===== src/egp_map.svh =====
// Purpose: address map, reset values and pin masks of the eight-pin port pair
// Assumes: three-bit byte index on the plain register port
// Notes:   definitions only, shared by the package users and the design
`ifndef EGP_MAP_SVH
`define EGP_MAP_SVH

// register indices on the plain port
`define EGP_ADDR_W           3
`define EGP_OFF_P6_DATA      3'h0
`define EGP_OFF_P6_DIR       3'h1
`define EGP_OFF_P6_PULL      3'h2
`define EGP_OFF_P7_DATA      3'h3
`define EGP_OFF_P7_DIR       3'h4
`define EGP_OFF_P7_PULL      3'h5
`define EGP_OFF_STBY_CTRL    3'h6

// reset values
`define EGP_DIR_RESET        8'h00
`define EGP_LATCH_RESET      8'h00
`define EGP_PULL_RESET       8'h00
`define EGP_ZERO_BYTE        8'h00
`define EGP_STBY_RESET       1'h0

// standby control field
`define EGP_SPL_BIT          0

// per-port pin masks
`define EGP_P6_OD_MASK       8'h00
`define EGP_P7_OD_MASK       8'h0c
`define EGP_P6_WAKE_MASK     8'h90
`define EGP_P7_WAKE_MASK     8'hb0

`endif


===== src/egp_pkg.sv =====
// Purpose: shared types of the eight-pin port pair
// Assumes: eight pins per port
// Notes:   pin and peripheral groups travel as packed structs
`default_nettype none

package egp_pkg;

   // drive seen by one port's board pins
   typedef struct packed {
      logic [7:0] out;
      logic [7:0] oe;
      logic [7:0] pull;
   } egp_pins_type;

   // on-chip peripheral outputs sharing one port
   typedef struct packed {
      logic [7:0] oe;
      logic [7:0] out;
   } egp_periph_type;

endpackage : egp_pkg

`default_nettype wire


===== src/egp_port_top.sv =====
// Purpose: two eight-pin general-purpose ports with latch, direction, pull-up
// Assumes: one 25 MHz clock, synchronous active-high reset, clock enable
// Notes:   pin inputs are double-synchronised; all outputs are registered
`timescale 1ns/10ps
`default_nettype none
`include "egp_map.svh"

module egp_port
#(
   parameter logic [7:0] OD_MASK   = `EGP_ZERO_BYTE,
   parameter logic [7:0] WAKE_MASK = `EGP_ZERO_BYTE
)
(
   // clock, reset, enable
   input  wire logic                  clk,
   input  wire logic                  rst,
   input  wire logic                  ce,
   // register writes
   input  wire logic                  data_we,
   input  wire logic                  dir_we,
   input  wire logic                  pull_we,
   input  wire logic [7:0]            wdata,
   // standby and wake
   input  wire logic                  float_en,
   input  wire logic                  hold_en,
   input  wire logic [7:0]            wake_en,
   // peripheral outputs and pin level
   input  wire egp_pkg::egp_periph_type periph,
   input  wire logic [7:0]            pin_in,
   // state for readback
   output logic [7:0]                 latch_r,
   output logic [7:0]                 dir_r,
   output logic [7:0]                 pull_r,
   output logic [7:0]                 pin_level,
   // registered drive and peripheral inputs
   output egp_pkg::egp_pins_type      pins_r,
   output logic [7:0]                 periph_in_r
);
   import egp_pkg::*;

   logic [7:0]    sync1_r;
   logic [7:0]    sync2_r;
   logic [7:0]    drive;
   logic [7:0]    value;
   logic [7:0]    unblock;
   egp_pins_type  pins_nxt;

   // two-stage synchroniser; first stage feeds only the second
   always_ff @(posedge clk)
   begin
      if (rst)
      begin
         sync1_r <= `EGP_ZERO_BYTE;
         sync2_r <= `EGP_ZERO_BYTE;
      end
      else if (ce)
      begin
         sync1_r <= pin_in;
         sync2_r <= sync1_r;
      end
   end
   assign pin_level = sync2_r;

   // output latch, bit n maps to pin n
   // latch write
   always_ff @(posedge clk)
   begin
      if (rst)
         latch_r <= `EGP_LATCH_RESET;
      else if (ce && data_we)
         latch_r <= wdata;
   end

   // direction register
   // direction reset
   always_ff @(posedge clk)
   begin
      if (rst)
         dir_r <= `EGP_DIR_RESET;
      else if (ce && dir_we)
         dir_r <= wdata;
   end

   // pull-up register; open-drain pins have no pull-up, so those bits stay 0
   always_ff @(posedge clk)
   begin
      if (rst)
         pull_r <= `EGP_PULL_RESET;
      else if (ce && pull_we)
         pull_r <= wdata & ~OD_MASK;
   end

   // pin drive selection
   // drive sources
   assign drive = dir_r | periph.oe;
   assign value = (periph.oe & periph.out) | (~periph.oe & latch_r);

   always_comb
   begin
      pins_nxt = pins_r;
      if (float_en)
      begin
         pins_nxt.oe   = `EGP_ZERO_BYTE;
         pins_nxt.pull = pull_r;
      end
      else if (!hold_en)
      begin
         pins_nxt.out  = value & ~OD_MASK;
         pins_nxt.oe   = (drive & ~OD_MASK) | (drive & OD_MASK & ~value);
         pins_nxt.pull = pull_r & ~(pins_nxt.oe & ~pins_nxt.out);
      end
   end

   // pin drive register; standby without float freezes it
   // hold levels
   always_ff @(posedge clk)
   begin
      if (rst)
      begin
         pins_r.out  <= `EGP_ZERO_BYTE;
         pins_r.oe   <= `EGP_ZERO_BYTE;
         pins_r.pull <= `EGP_ZERO_BYTE;
      end
      else if (ce)
         pins_r <= pins_nxt;
   end

   // input path to peripherals, clamped low in float except enabled wake pins, to stop leakage
   // input blocking
   assign unblock = ~{8{float_en}} | (wake_en & WAKE_MASK);
   always_ff @(posedge clk)
   begin
      if (rst)
         periph_in_r <= `EGP_ZERO_BYTE;
      else if (ce)
         periph_in_r <= sync2_r & unblock;
   end
endmodule : egp_port

module egp_port_top
(
   // clock, reset, enable
   input  wire logic                    clk,
   input  wire logic                    rst,
   input  wire logic                    ce,
   // register port
   input  wire logic [`EGP_ADDR_W-1:0]  addr,
   input  wire logic [7:0]              wdata,
   input  wire logic                    wr,
   input  wire logic                    rd,
   input  wire logic                    rmw,
   output logic [7:0]                   rdata_r,
   // standby entry and wake controls
   input  wire logic                    stop_watch,
   input  wire logic [7:0]              p6_irq_chan_en,
   input  wire logic [7:0]              p6_irq_pin_sel,
   input  wire logic [7:0]              p7_irq_chan_en,
   input  wire logic [7:0]              p7_irq_pin_sel,
   // peripheral outputs
   input  wire egp_pkg::egp_periph_type p6_periph,
   input  wire egp_pkg::egp_periph_type p7_periph,
   // board pins
   input  wire logic [7:0]              p6_pin_in,
   input  wire logic [7:0]              p7_pin_in,
   output egp_pkg::egp_pins_type        p6_pins_r,
   output egp_pkg::egp_pins_type        p7_pins_r,
   // inputs to peripherals
   output logic [7:0]                   p6_periph_in_r,
   output logic [7:0]                   p7_periph_in_r
);
   import egp_pkg::*;

   logic       standby_pin_float_select_r;
   logic       float_en;
   logic       hold_en;
   logic [7:0] p6_latch, p6_dir, p6_pull, p6_level;
   logic [7:0] p7_latch, p7_dir, p7_pull, p7_level;
   logic [7:0] rdata_nxt;

   // standby control register, only the float select bit is held
   always_ff @(posedge clk)
   begin
      if (rst)
         standby_pin_float_select_r <= `EGP_STBY_RESET;
      else if (ce && wr && addr == `EGP_OFF_STBY_CTRL)
         standby_pin_float_select_r <= wdata[`EGP_SPL_BIT];
   end

   assign float_en = stop_watch & standby_pin_float_select_r;
   assign hold_en  = stop_watch & ~standby_pin_float_select_r;

   // port six; timer clock and trigger pins may stay awake
   egp_port
   #(
      .OD_MASK   (`EGP_P6_OD_MASK),
      .WAKE_MASK (`EGP_P6_WAKE_MASK)
   )
   u_port_six
   (
      .clk         (clk),
      .rst         (rst),
      .ce          (ce),
      .data_we     (wr && addr == `EGP_OFF_P6_DATA),
      .dir_we      (wr && addr == `EGP_OFF_P6_DIR),
      .pull_we     (wr && addr == `EGP_OFF_P6_PULL),
      .wdata       (wdata),
      .float_en    (float_en),
      .hold_en     (hold_en),
      .wake_en     (p6_irq_chan_en & p6_irq_pin_sel),
      .periph      (p6_periph),
      .pin_in      (p6_pin_in),
      .latch_r     (p6_latch),
      .dir_r       (p6_dir),
      .pull_r      (p6_pull),
      .pin_level   (p6_level),
      .pins_r      (p6_pins_r),
      .periph_in_r (p6_periph_in_r)
   );

   // port seven; bits two and three are open-drain
   egp_port
   #(
      .OD_MASK   (`EGP_P7_OD_MASK),
      .WAKE_MASK (`EGP_P7_WAKE_MASK)
   )
   u_port_seven
   (
      .clk         (clk),
      .rst         (rst),
      .ce          (ce),
      .data_we     (wr && addr == `EGP_OFF_P7_DATA),
      .dir_we      (wr && addr == `EGP_OFF_P7_DIR),
      .pull_we     (wr && addr == `EGP_OFF_P7_PULL),
      .wdata       (wdata),
      .float_en    (float_en),
      .hold_en     (hold_en),
      .wake_en     (p7_irq_chan_en & p7_irq_pin_sel),
      .periph      (p7_periph),
      .pin_in      (p7_pin_in),
      .latch_r     (p7_latch),
      .dir_r       (p7_dir),
      .pull_r      (p7_pull),
      .pin_level   (p7_level),
      .pins_r      (p7_pins_r),
      .periph_in_r (p7_periph_in_r)
   );

   // data read: latch for port outputs and RMW, else synced pin level
   // read source
   function automatic logic [7:0] data_view
   (
      input logic [7:0] latch,
      input logic [7:0] dir,
      input logic [7:0] poe,
      input logic [7:0] level,
      input logic       is_rmw
   );
      logic [7:0] use_latch;
      use_latch = {8{is_rmw}} | (dir & ~poe);
      return (use_latch & latch) | (~use_latch & level);
   endfunction : data_view

   // read mux; unmapped index reads zero
   always_comb
   begin
      rdata_nxt = `EGP_ZERO_BYTE;
      case (addr)
         `EGP_OFF_P6_DATA:
            rdata_nxt = data_view(p6_latch, p6_dir, p6_periph.oe,
                                  p6_level, rmw);
         `EGP_OFF_P6_DIR:  rdata_nxt = p6_dir;
         `EGP_OFF_P6_PULL: rdata_nxt = p6_pull;
         `EGP_OFF_P7_DATA:
            rdata_nxt = data_view(p7_latch, p7_dir, p7_periph.oe,
                                  p7_level, rmw);
         `EGP_OFF_P7_DIR:  rdata_nxt = p7_dir;
         `EGP_OFF_P7_PULL: rdata_nxt = p7_pull;
         `EGP_OFF_STBY_CTRL:
            rdata_nxt = {7'h00, standby_pin_float_select_r};
         default:          rdata_nxt = `EGP_ZERO_BYTE;
      endcase
   end

   // read data stands for exactly the cycle after the strobe
   always_ff @(posedge clk)
   begin
      if (rst)
         rdata_r <= `EGP_ZERO_BYTE;
      else if (ce)
         rdata_r <= rd ? rdata_nxt : `EGP_ZERO_BYTE;
   end
endmodule : egp_port_top

`default_nettype wire


===== config.mk =====
export PLATFORM = sky130hd
export DESIGN_NAME = egp_port_top
export DESIGN_NICKNAME = d
export VERILOG_FILES = /design/src/egp_pkg.sv /design/src/egp_port_top.sv
export VERILOG_INCLUDE_DIRS = /design/src
export SDC_FILE = /design/constraint.sdc
export NUM_CORES = 1
export LEC_CHECK = 0
export ABC_AREA = 1
export BUFFER_PORTS_ARGS = -buffer_cell sky130_fd_sc_hd__buf_2
export CORE_UTILIZATION = 50
export DETAILED_ROUTE_END_ITERATION = 8
export PLACE_DENSITY = 0.74
export SLEW_MARGIN = 25
export SYNTH_ARGS = -nofsm -noshare
export SYNTH_HDL_FRONTEND = slang
export SYNTH_HIERARCHICAL = 1
export SYNTH_SLANG_ARGS = --single-unit

===== constraint.sdc =====
create_clock -name clk -period 2.4 [get_ports clk]
set_clock_uncertainty 0.15 [all_clocks]
set_input_delay 0 -clock clk [delete_from_list [all_inputs] [get_ports clk]]
set_output_delay 0 -clock clk [all_outputs]
set_load 0.1 [all_outputs]

==> results_tabular.tex, run 1 <==
\begin{tabular}{lr}
\hline
Metric & Value \\
\hline
\multicolumn{2}{l}{\textbf{Synth}} \\
\quad Average cell area after synthesis & 6.81 um\^{}2 \\
\quad Number of cells produced by synthesis & 1,013 \\
\quad Total of warnings raised by yosys & 6 \\
\quad Combined area of all synthesized cells & 6900 um\^{}2 \\
\multicolumn{2}{l}{\textbf{Power and ir drop}} \\
\quad Leakage power figure & 4.11 nW \\
\quad Switching power summed over all nets & 1.79 mW \\
\quad Switching Fraction & 27.9\% \\
\quad Clock network fraction of total power & 43.5\% \\
\quad Reg power frac & 40.5\% \\
\quad Combinational Power Share & 16.0\% \\
\quad Power per cell area & 706 nW/um\^{}2 \\
\quad Peak ir drop on the vdd network & 0.000528 V \\
\quad Cell Int Power & 4.63 mW \\
\multicolumn{2}{l}{\textbf{Clocking}} \\
\quad Buffer depth of the longest clock path & 2 \\
\quad Clock root buffer & sky130\_fd\_sc\_hd\_\_clkbuf\_16 \\
\quad Number of CTS-inserted buffers & 17 \\
\quad Clock slew at reported path FFs & $\sim$60 ps \\
\quad Clock network latency to the later pin of the worst-skew pair & 420 ps \\
\quad Count of H-tree levels built during CTS & 4 \\
\quad Sink Count & 147 \\
\quad Clock tree from TritonCTS & done \\
\multicolumn{2}{l}{\textbf{Layout}} \\
\quad Layout cell share with drive strength beyond 1 & 17.2\% \\
\quad Fin cells & 1,411 \\
\quad Most frequent cells in the layout & sky130\_fd\_sc\_hd\_\_nand2\_1 (218), sky130\_fd\_sc\_hd\_\_dfxtp\_1 (147), sky130\_fd\_sc\_hd\_\_nor2\_1 (143), sky130\_fd\_sc\_hd\_\_buf\_2 (143), sky130\_fd\_sc\_hd\_\_inv\_1 (117) \\
\quad Net count reported at finish & roughly 1,300 \\
\quad Total inserted antenna cells & 0 \\
\quad Most frequent standard cell in the layout excluding fill and tap cells & sky130\_fd\_sc\_hd\_\_nand2\_1 \\
\quad Finished Cell Area & 9090 um\^{}2 \\
\quad Fill cell count & 1,129 \\
\quad Layout overhead on the synthesized area & 31.7\% \\
\multicolumn{2}{l}{\textbf{Routing}} \\
\quad Iter 0 DRT Violations & 660 \\
\quad Post-route antenna net violation count & 0 \\
\quad Sum of routed wire length over all layers & 20.5 mm \\
\quad Total DRC errors in the routed layout & 0 \\
\quad Mean number of vias per cell & about 5.2 \\
\quad Wire length per cell & 14.5 um \\
\quad Via count & 7,374 \\
\quad Number of iterations in the first detailed-routing pass & 6 \\
\multicolumn{2}{l}{\textbf{Timing}} \\
\quad Peak clock frequency supported by timing & 0.447 GHz \\
\quad Minimum period implied by the final worst setup slack & roughly 2200 ps \\
\quad Worst slew slack as a fraction of its limit & 54.3\% \\
\quad Total count of hold-check failures in the final report & 0 \\
\quad Share of the clock period used by the worst path after layout & 93.2\% \\
\quad Transition time of the tightest slew-check pin & roughly 680 ps \\
\quad Unrepaired setup endpoints after global routing & false \\
\quad Setup TNS & 0 ps \\
\quad Final worst setup slack & 164 ps \\
\quad Final Max Slew Viols & 0 \\
\quad Number of endpoints failing setup at the final stage & 0 \\
\multicolumn{2}{l}{\textbf{Critical path}} \\
\quad Beginning of the critical path & standby\_pin\_float\_select\_r \\
\quad R2R depth & 6 \\
\quad R2r endpoint & u\_port\_six/pins\_r[23] \\
\quad Worst R2R Setup Slack & 160 ps \\
\quad Worst Path Required & between 2000 and 3000 ps \\
\quad Critical path data arrival time & 2430 ps \\
\quad Launching point of the worst reg2reg path & standby\_pin\_float\_select\_r \\
\quad Crit path launch type & flip-flop \\
\quad Crit path max fanout & 7 \\
\quad Kind of critical path & reg -> reg \\
\quad Crit. End Element & flip-flop \\
\quad End point of the critical path & u\_port\_six/pins\_r[23] \\
\multicolumn{2}{l}{\textbf{Run status}} \\
\quad Run status & completed \\
\multicolumn{2}{l}{\textbf{Global routing}} \\
\quad Total grt overflow & 0 \\
\quad Number of antenna violations at the first check in global routing & 0 \\
\quad Global-route wire length before repair & 31.7 mm \\
\quad Global-route usage over all layers & 28.4\% \\
\quad Pin count of the biggest net entering global routing & 45 \\
\quad Vias in the first global route & 6,600 \\
\multicolumn{2}{l}{\textbf{Floorplan}} \\
\quad I/O pin count & 170 \\
\quad Width of the die & between 100 and 150 um \\
\quad Area of the core region & approximately 13,000 um\^{}2 \\
\quad Effective utilization at floorplan & 51.7\% \\
\quad Height of the chip & 119 um \\
\quad Total die area & 14,300 um\^{}2 \\
\quad Number of standard-cell rows in the floorplan & 42 \\
\multicolumn{2}{l}{\textbf{Flow run}} \\
\quad Maximum Capacitance Violations & 0 \\
\multicolumn{2}{l}{\textbf{Worst hold path}} \\
\quad Hold Path Class & in -> reg \\
\multicolumn{2}{l}{\textbf{Placed design}} \\
\quad Post-placement worst setup slack & 511 ps \\
\quad Number of I/O port buffers & 143 \\
\quad Final RePlAce weighted congestion & 0.901 \\
\quad Area after detailed placement & 7610 um\^{}2 \\
\quad Final HPWL DP & 13.6 mm \\
\quad Placed Cells incl. Taps & 1,293 \\
\hline
\end{tabular}
[routing by layer]
metal / vias to the layer above / track usage (%) / wire length [um]
met5: - / 0 / 0
met4: 0 / 12.3 / 635
met3: 58 / 5.27 / 1420
met2: 301 / 45.0 / 9390
met1: 3355 / 37.6 / 9020
li1: 3660 / - / -
[area by class of cell]
cell class,count,area [um^2],area share [%]
flip-flops and latches,147,2940,32.4
clock buffers,22,464,5.11
well taps,176,220,2.42
inverters,122,463,5.09
repair buffers,240,1650,18.2
multi-input cells,694,3190,35.1
clock inverters,10,155,1.71
[state kept, by name, summed over array words and instances, names as in the netlist, 8 cells and up]
name	cells
u_port_six/sync1_r	8
u_port_six/pull_r	8
u_port_seven/dir_r	8
u_port_six/latch_r	8
u_port_seven/periph_in_r	8
u_port_seven/sync1_r	8
u_port_six/dir_r	8
u_port_six/periph_in_r	8
u_port_seven/latch_r	8
u_port_six/pins_r	24
rdata_r	8
u_port_seven/pins_r	20
u_port_six/pin_level	8
u_port_seven/pin_level	8
[critical path, cell delays in order, from the launching register on]
cell and delay, ps:
sky130_fd_sc_hd__dfxtp_1 450, sky130_fd_sc_hd__nor2_1 190, sky130_fd_sc_hd__buf_4 210, sky130_fd_sc_hd__nor3_4 350, sky130_fd_sc_hd__nand3_1 120, sky130_fd_sc_hd__dlygate4sd3_1 570, sky130_fd_sc_hd__a21oi_1 120
[per-stage QoR]
stage | hold WS [ps] | total power [mW] | util [%]
3_5_place_dp | 77.6 | 3.54 | 57.0
2_1_floorplan | -15.1 | 3.34 | -
6_report | 71.3 | 6.41 | 68.1
3_3_place_gp | 72.5 | 3.54 | 57.0
5_1_grt | 110 | 6.64 | 68.1
4_1_cts | 55.3 | 6.40 | 68.0
[worst min-delay path by stage]
stage               slack (ps)  depth (start not counted)    startpoint                 endpoint
finish                      70                          6    stop_watch  u_port_seven/pins_r[13]
global route               110                          6    stop_watch   u_port_seven/pins_r[8]
CTS                         60                          6    stop_watch   u_port_seven/pins_r[9]
detailed placement          80                          3  p7_pin_in[4]  u_port_seven/sync1_r[4]
global placement            70                          3  p6_pin_in[7]    u_port_six/sync1_r[7]
floorplan                  -20                          2  p7_pin_in[0]  u_port_seven/sync1_r[0]
[power groups by stage]
stage / combinational [mW] / clock, mW / sequential (mW)
6_report: 1.03 / 2.79 / 2.60
3_3_place_gp: 0.893 / 0 / 2.64
4_1_cts: 1.01 / 2.80 / 2.59
2_1_floorplan: 0.419 / 0 / 2.92
3_5_place_dp: 0.898 / 0 / 2.65
5_1_grt: 1.10 / 2.93 / 2.61
[timing repair]
| item | CTS | global route |
|---|---|---|
| hold buffers | 84 | 0 |
| gates resized for setup | 0 | 0 |
| hold endpoints to repair | 129 | 0 |
| buffers inserted | 0 | 2 |
| setup endpoints to repair | 0 | 2 |
(Power assumes the default switching activity.)
==> run 2: changes to the inputs <==
--- a/config.mk
+++ b/config.mk
@@ -6,11 +6,12 @@
 export SDC_FILE = /design/constraint.sdc
 export NUM_CORES = 1
 export LEC_CHECK = 0
-export ABC_AREA = 1
+export ABC_AREA = 0
 export BUFFER_PORTS_ARGS = -buffer_cell sky130_fd_sc_hd__buf_2
 export CORE_UTILIZATION = 50
 export DETAILED_ROUTE_END_ITERATION = 8
 export PLACE_DENSITY = 0.74
+export RECOVER_POWER = 25
 export SLEW_MARGIN = 25
 export SYNTH_ARGS = -nofsm -noshare
 export SYNTH_HDL_FRONTEND = slang
==> results_tabular.tex, run 2 <==
\begin{tabular}{lr}
\hline
Metric & Value \\
\hline
\multicolumn{2}{l}{\textbf{Power and ir drop}} \\
\quad Power per cell area & approximately 660 nW/um\^{}2 \\
\quad Cell Int Power & 4.34 mW \\
\quad Switching power summed over all nets & about 1.7 mW \\
\quad Clock network fraction of total power & 42.9\% \\
\quad Overall power consumption & 6.03 mW \\
\quad Combinational Power Share & $\sim$15\% \\
\quad Leakage power figure & approximately 3.4 nW \\
\quad Reg power frac & approximately 43\% \\
\quad Switching Fraction & approximately 28\% \\
\quad Peak ir drop on the vdd network & 0.000426 V \\
\multicolumn{2}{l}{\textbf{Critical path}} \\
\quad Crit path launch type & primary input \\
\quad Cells traversed along the worst timing path & dlygate4sd3\_1 -> buf\_2 -> nor2\_1 -> buf\_4 -> and3\_1 -> nand2\_1 -> nand2\_1 -> a21oi\_1 -> dlygate4sd3\_1 \\
\quad Kind of critical path & in -> reg \\
\quad Crit. End Element & flip-flop \\
\quad Worst Path Required & 2620 ps \\
\quad Crit path max fanout & 20 \\
\quad Slowest Stage Delay on Critical Path & around 570 ps \\
\quad Critical path data arrival time & 2380 ps \\
\quad Cell with the biggest individual delay on the critical path & sky130\_fd\_sc\_hd\_\_dlygate4sd3\_1 \\
\multicolumn{2}{l}{\textbf{Layout}} \\
\quad Fill cell count & approximately 1,200 \\
\quad Most frequent cells in the layout & sky130\_fd\_sc\_hd\_\_dfxtp\_1 (147), sky130\_fd\_sc\_hd\_\_a21oi\_1 (94), sky130\_fd\_sc\_hd\_\_buf\_2 (92) \\
\quad Finished Cell Area & slightly above 9000 um\^{}2 \\
\quad Total inserted antenna cells & 0 \\
\quad Largest registers ranked by flip-flop count & u\_port\_six/pins\_r x24, u\_port\_seven/pins\_r x20 \\
\quad Layout cell share with drive strength beyond 1 & between 10\% and 20\% \\
\quad Most flop-heavy register & u\_port\_six/pins\_r \\
\quad Net count reported at finish & approximately 1,100 \\
\quad Layout overhead on the synthesized area & 30.7\% \\
\quad Number of flip-flops under the largest register name & 24 \\
\quad Most frequent standard cell in the layout excluding fill and tap cells & sky130\_fd\_sc\_hd\_\_dfxtp\_1 \\
\multicolumn{2}{l}{\textbf{Clocking}} \\
\quad Clock tree from TritonCTS & done \\
\quad Clock network latency to the later pin of the worst-skew pair & 420 ps \\
\quad Clock slew at reported path FFs & $\sim$60 ps \\
\quad Buffer depth of the longest clock path & 2 \\
\quad Clock root buffer & sky130\_fd\_sc\_hd\_\_clkbuf\_16 \\
\quad Number of CTS-inserted buffers & 17 \\
\quad Count of H-tree levels built during CTS & 4 \\
\quad Sink Count & 147 \\
\multicolumn{2}{l}{\textbf{Global routing}} \\
\quad Total grt overflow & 0 \\
\quad Vias in the first global route & 6,388 \\
\quad Global-route usage over all layers & between 20\% and 30\% \\
\quad Global-route wire length before repair & 31.7 mm \\
\quad Pin count of the biggest net entering global routing & 80 \\
\quad Number of antenna violations at the first check in global routing & 0 \\
\multicolumn{2}{l}{\textbf{Floorplan}} \\
\quad Width of the die & 120 um \\
\quad Total die area & 14,400 um\^{}2 \\
\quad Height of the chip & 120 um \\
\quad I/O pin count & 170 \\
\quad Number of standard-cell rows in the floorplan & 42 \\
\quad Effective utilization at floorplan & 52.1\% \\
\quad Area of the core region & 13,400 um\^{}2 \\
\multicolumn{2}{l}{\textbf{Routing}} \\
\quad Post-route antenna net violation count & 0 \\
\quad Wire length per cell & 16.4 um \\
\quad Mean number of vias per cell & 5.55 \\
\quad Number of iterations in the first detailed-routing pass & 5 \\
\quad Iter 0 DRT Violations & between 500 and 600 \\
\quad Sum of routed wire length over all layers & 19.9 mm \\
\quad Total DRC errors in the routed layout & 0 \\
\quad Via count & 6,738 \\
\multicolumn{2}{l}{\textbf{Placed design}} \\
\quad Final HPWL DP & between 10 and 15 mm \\
\quad Area after detailed placement & 7730 um\^{}2 \\
\quad Final RePlAce weighted congestion & between 0.8 and 0.9 \\
\quad Number of I/O port buffers & 143 \\
\multicolumn{2}{l}{\textbf{Flow run}} \\
\quad Maximum Capacitance Violations & 0 \\
\multicolumn{2}{l}{\textbf{Synth}} \\
\quad Combined area of all synthesized cells & roughly 7000 um\^{}2 \\
\quad Total of warnings raised by yosys & 6 \\
\quad Average cell area after synthesis & approximately 8.5 um\^{}2 \\
\quad Number of cells produced by synthesis & 817 \\
\multicolumn{2}{l}{\textbf{Timing}} \\
\quad Peak clock frequency supported by timing & 0.461 GHz \\
\quad Final Max Slew Viols & 0 \\
\quad Number of endpoints failing setup at the final stage & 0 \\
\quad Minimum period implied by the final worst setup slack & 2170 ps \\
\quad Hold slack & a little under 30 ps \\
\quad Total count of hold-check failures in the final report & 0 \\
\quad Worst slew slack as a fraction of its limit & 20.4\% \\
\quad Setup TNS & 0 ps \\
\quad Transition time of the tightest slew-check pin & $\sim$1200 ps \\
\quad Share of the clock period used by the worst path after layout & 90.4\% \\
\quad Unrepaired setup endpoints after global routing & false \\
\multicolumn{2}{l}{\textbf{Run status}} \\
\quad Run status & completed \\
\multicolumn{2}{l}{\textbf{Worst hold path}} \\
\quad Hold Path Class & in -> reg \\
\hline
\end{tabular}
## run 2: worst max-delay path, delay by kind of cell
kind                   cells  cell delay (ps)
and+or+nand+nor            4              630
AOI/OAI and AO/OA          1              160
buffers and inverters      4             1600
## run 2: worst paths after layout
path / startpoint / endpoint / slack, ps / depth (start not counted)
worst max-delay path: addr[2] / u_port_six/pull_r[2] / 230 / 9
worst max register to register: standby_pin_float_select_r / u_port_six/pins_r[15] / 280 / 4
worst min register to register: u_port_seven/periph_in_r[2] / u_port_seven/periph_in_r[2] / 310 / 2
worst min-delay path: addr[1] / standby_pin_float_select_r / 30 / 4
## run 2: power by group through the flow
stage               clock network [mW]  registers, mW  logic, mW
detailed placement                   0           2.61      0.765
global route                      2.74           2.57      0.936
floorplan                            0           2.84      0.348
CTS                               2.61           2.56      0.875
global placement                     0           2.61      0.757
finish                            2.59           2.56      0.881
## run 2: area by class of cell
cell class | count | area [um^2] | area share [%]
flip-flops and latches | 147 | 2940 | 32.3
multi-input cells | 606 | 3660 | 40.2
well taps | 176 | 220 | 2.42
clock inverters | 14 | 139 | 1.52
clock buffers | 18 | 439 | 4.82
inverters | 4 | 16.3 | 0.178
repair buffers | 250 | 1700 | 18.6
## run 2: layer usage
layer  track usage [%]  part of all wire (%)  vias up
met3              5.47                   5.5       39
met4              11.3                   2.2        0
li1                  -                     -     3315
met1              35.4                    43     3164
met5                 0                     0        -
met2              46.8                    49      220
## run 2: stage by stage
| step | util [%] | std cells | setup slack, ps |
|---|---|---|---|
| detailed placement | 57.7 | 1096 | 408 |
| CTS | 68.5 | 1215 | 153 |
| global placement | 57.7 | 1096 | 437 |
| global route | 68.0 | 1215 | 121 |
| finish | 68.0 | 1215 | 231 |
| floorplan | - | 822 | 582 |
## run 2: repair_timing
item                                    4_1_cts  5_1_grt
endpoints found under the setup margin        0        1
setup buffers                                 0        0
hold buffers                                 87        0
endpoints found under the hold margin       133        0
gates resized for setup                       0        1
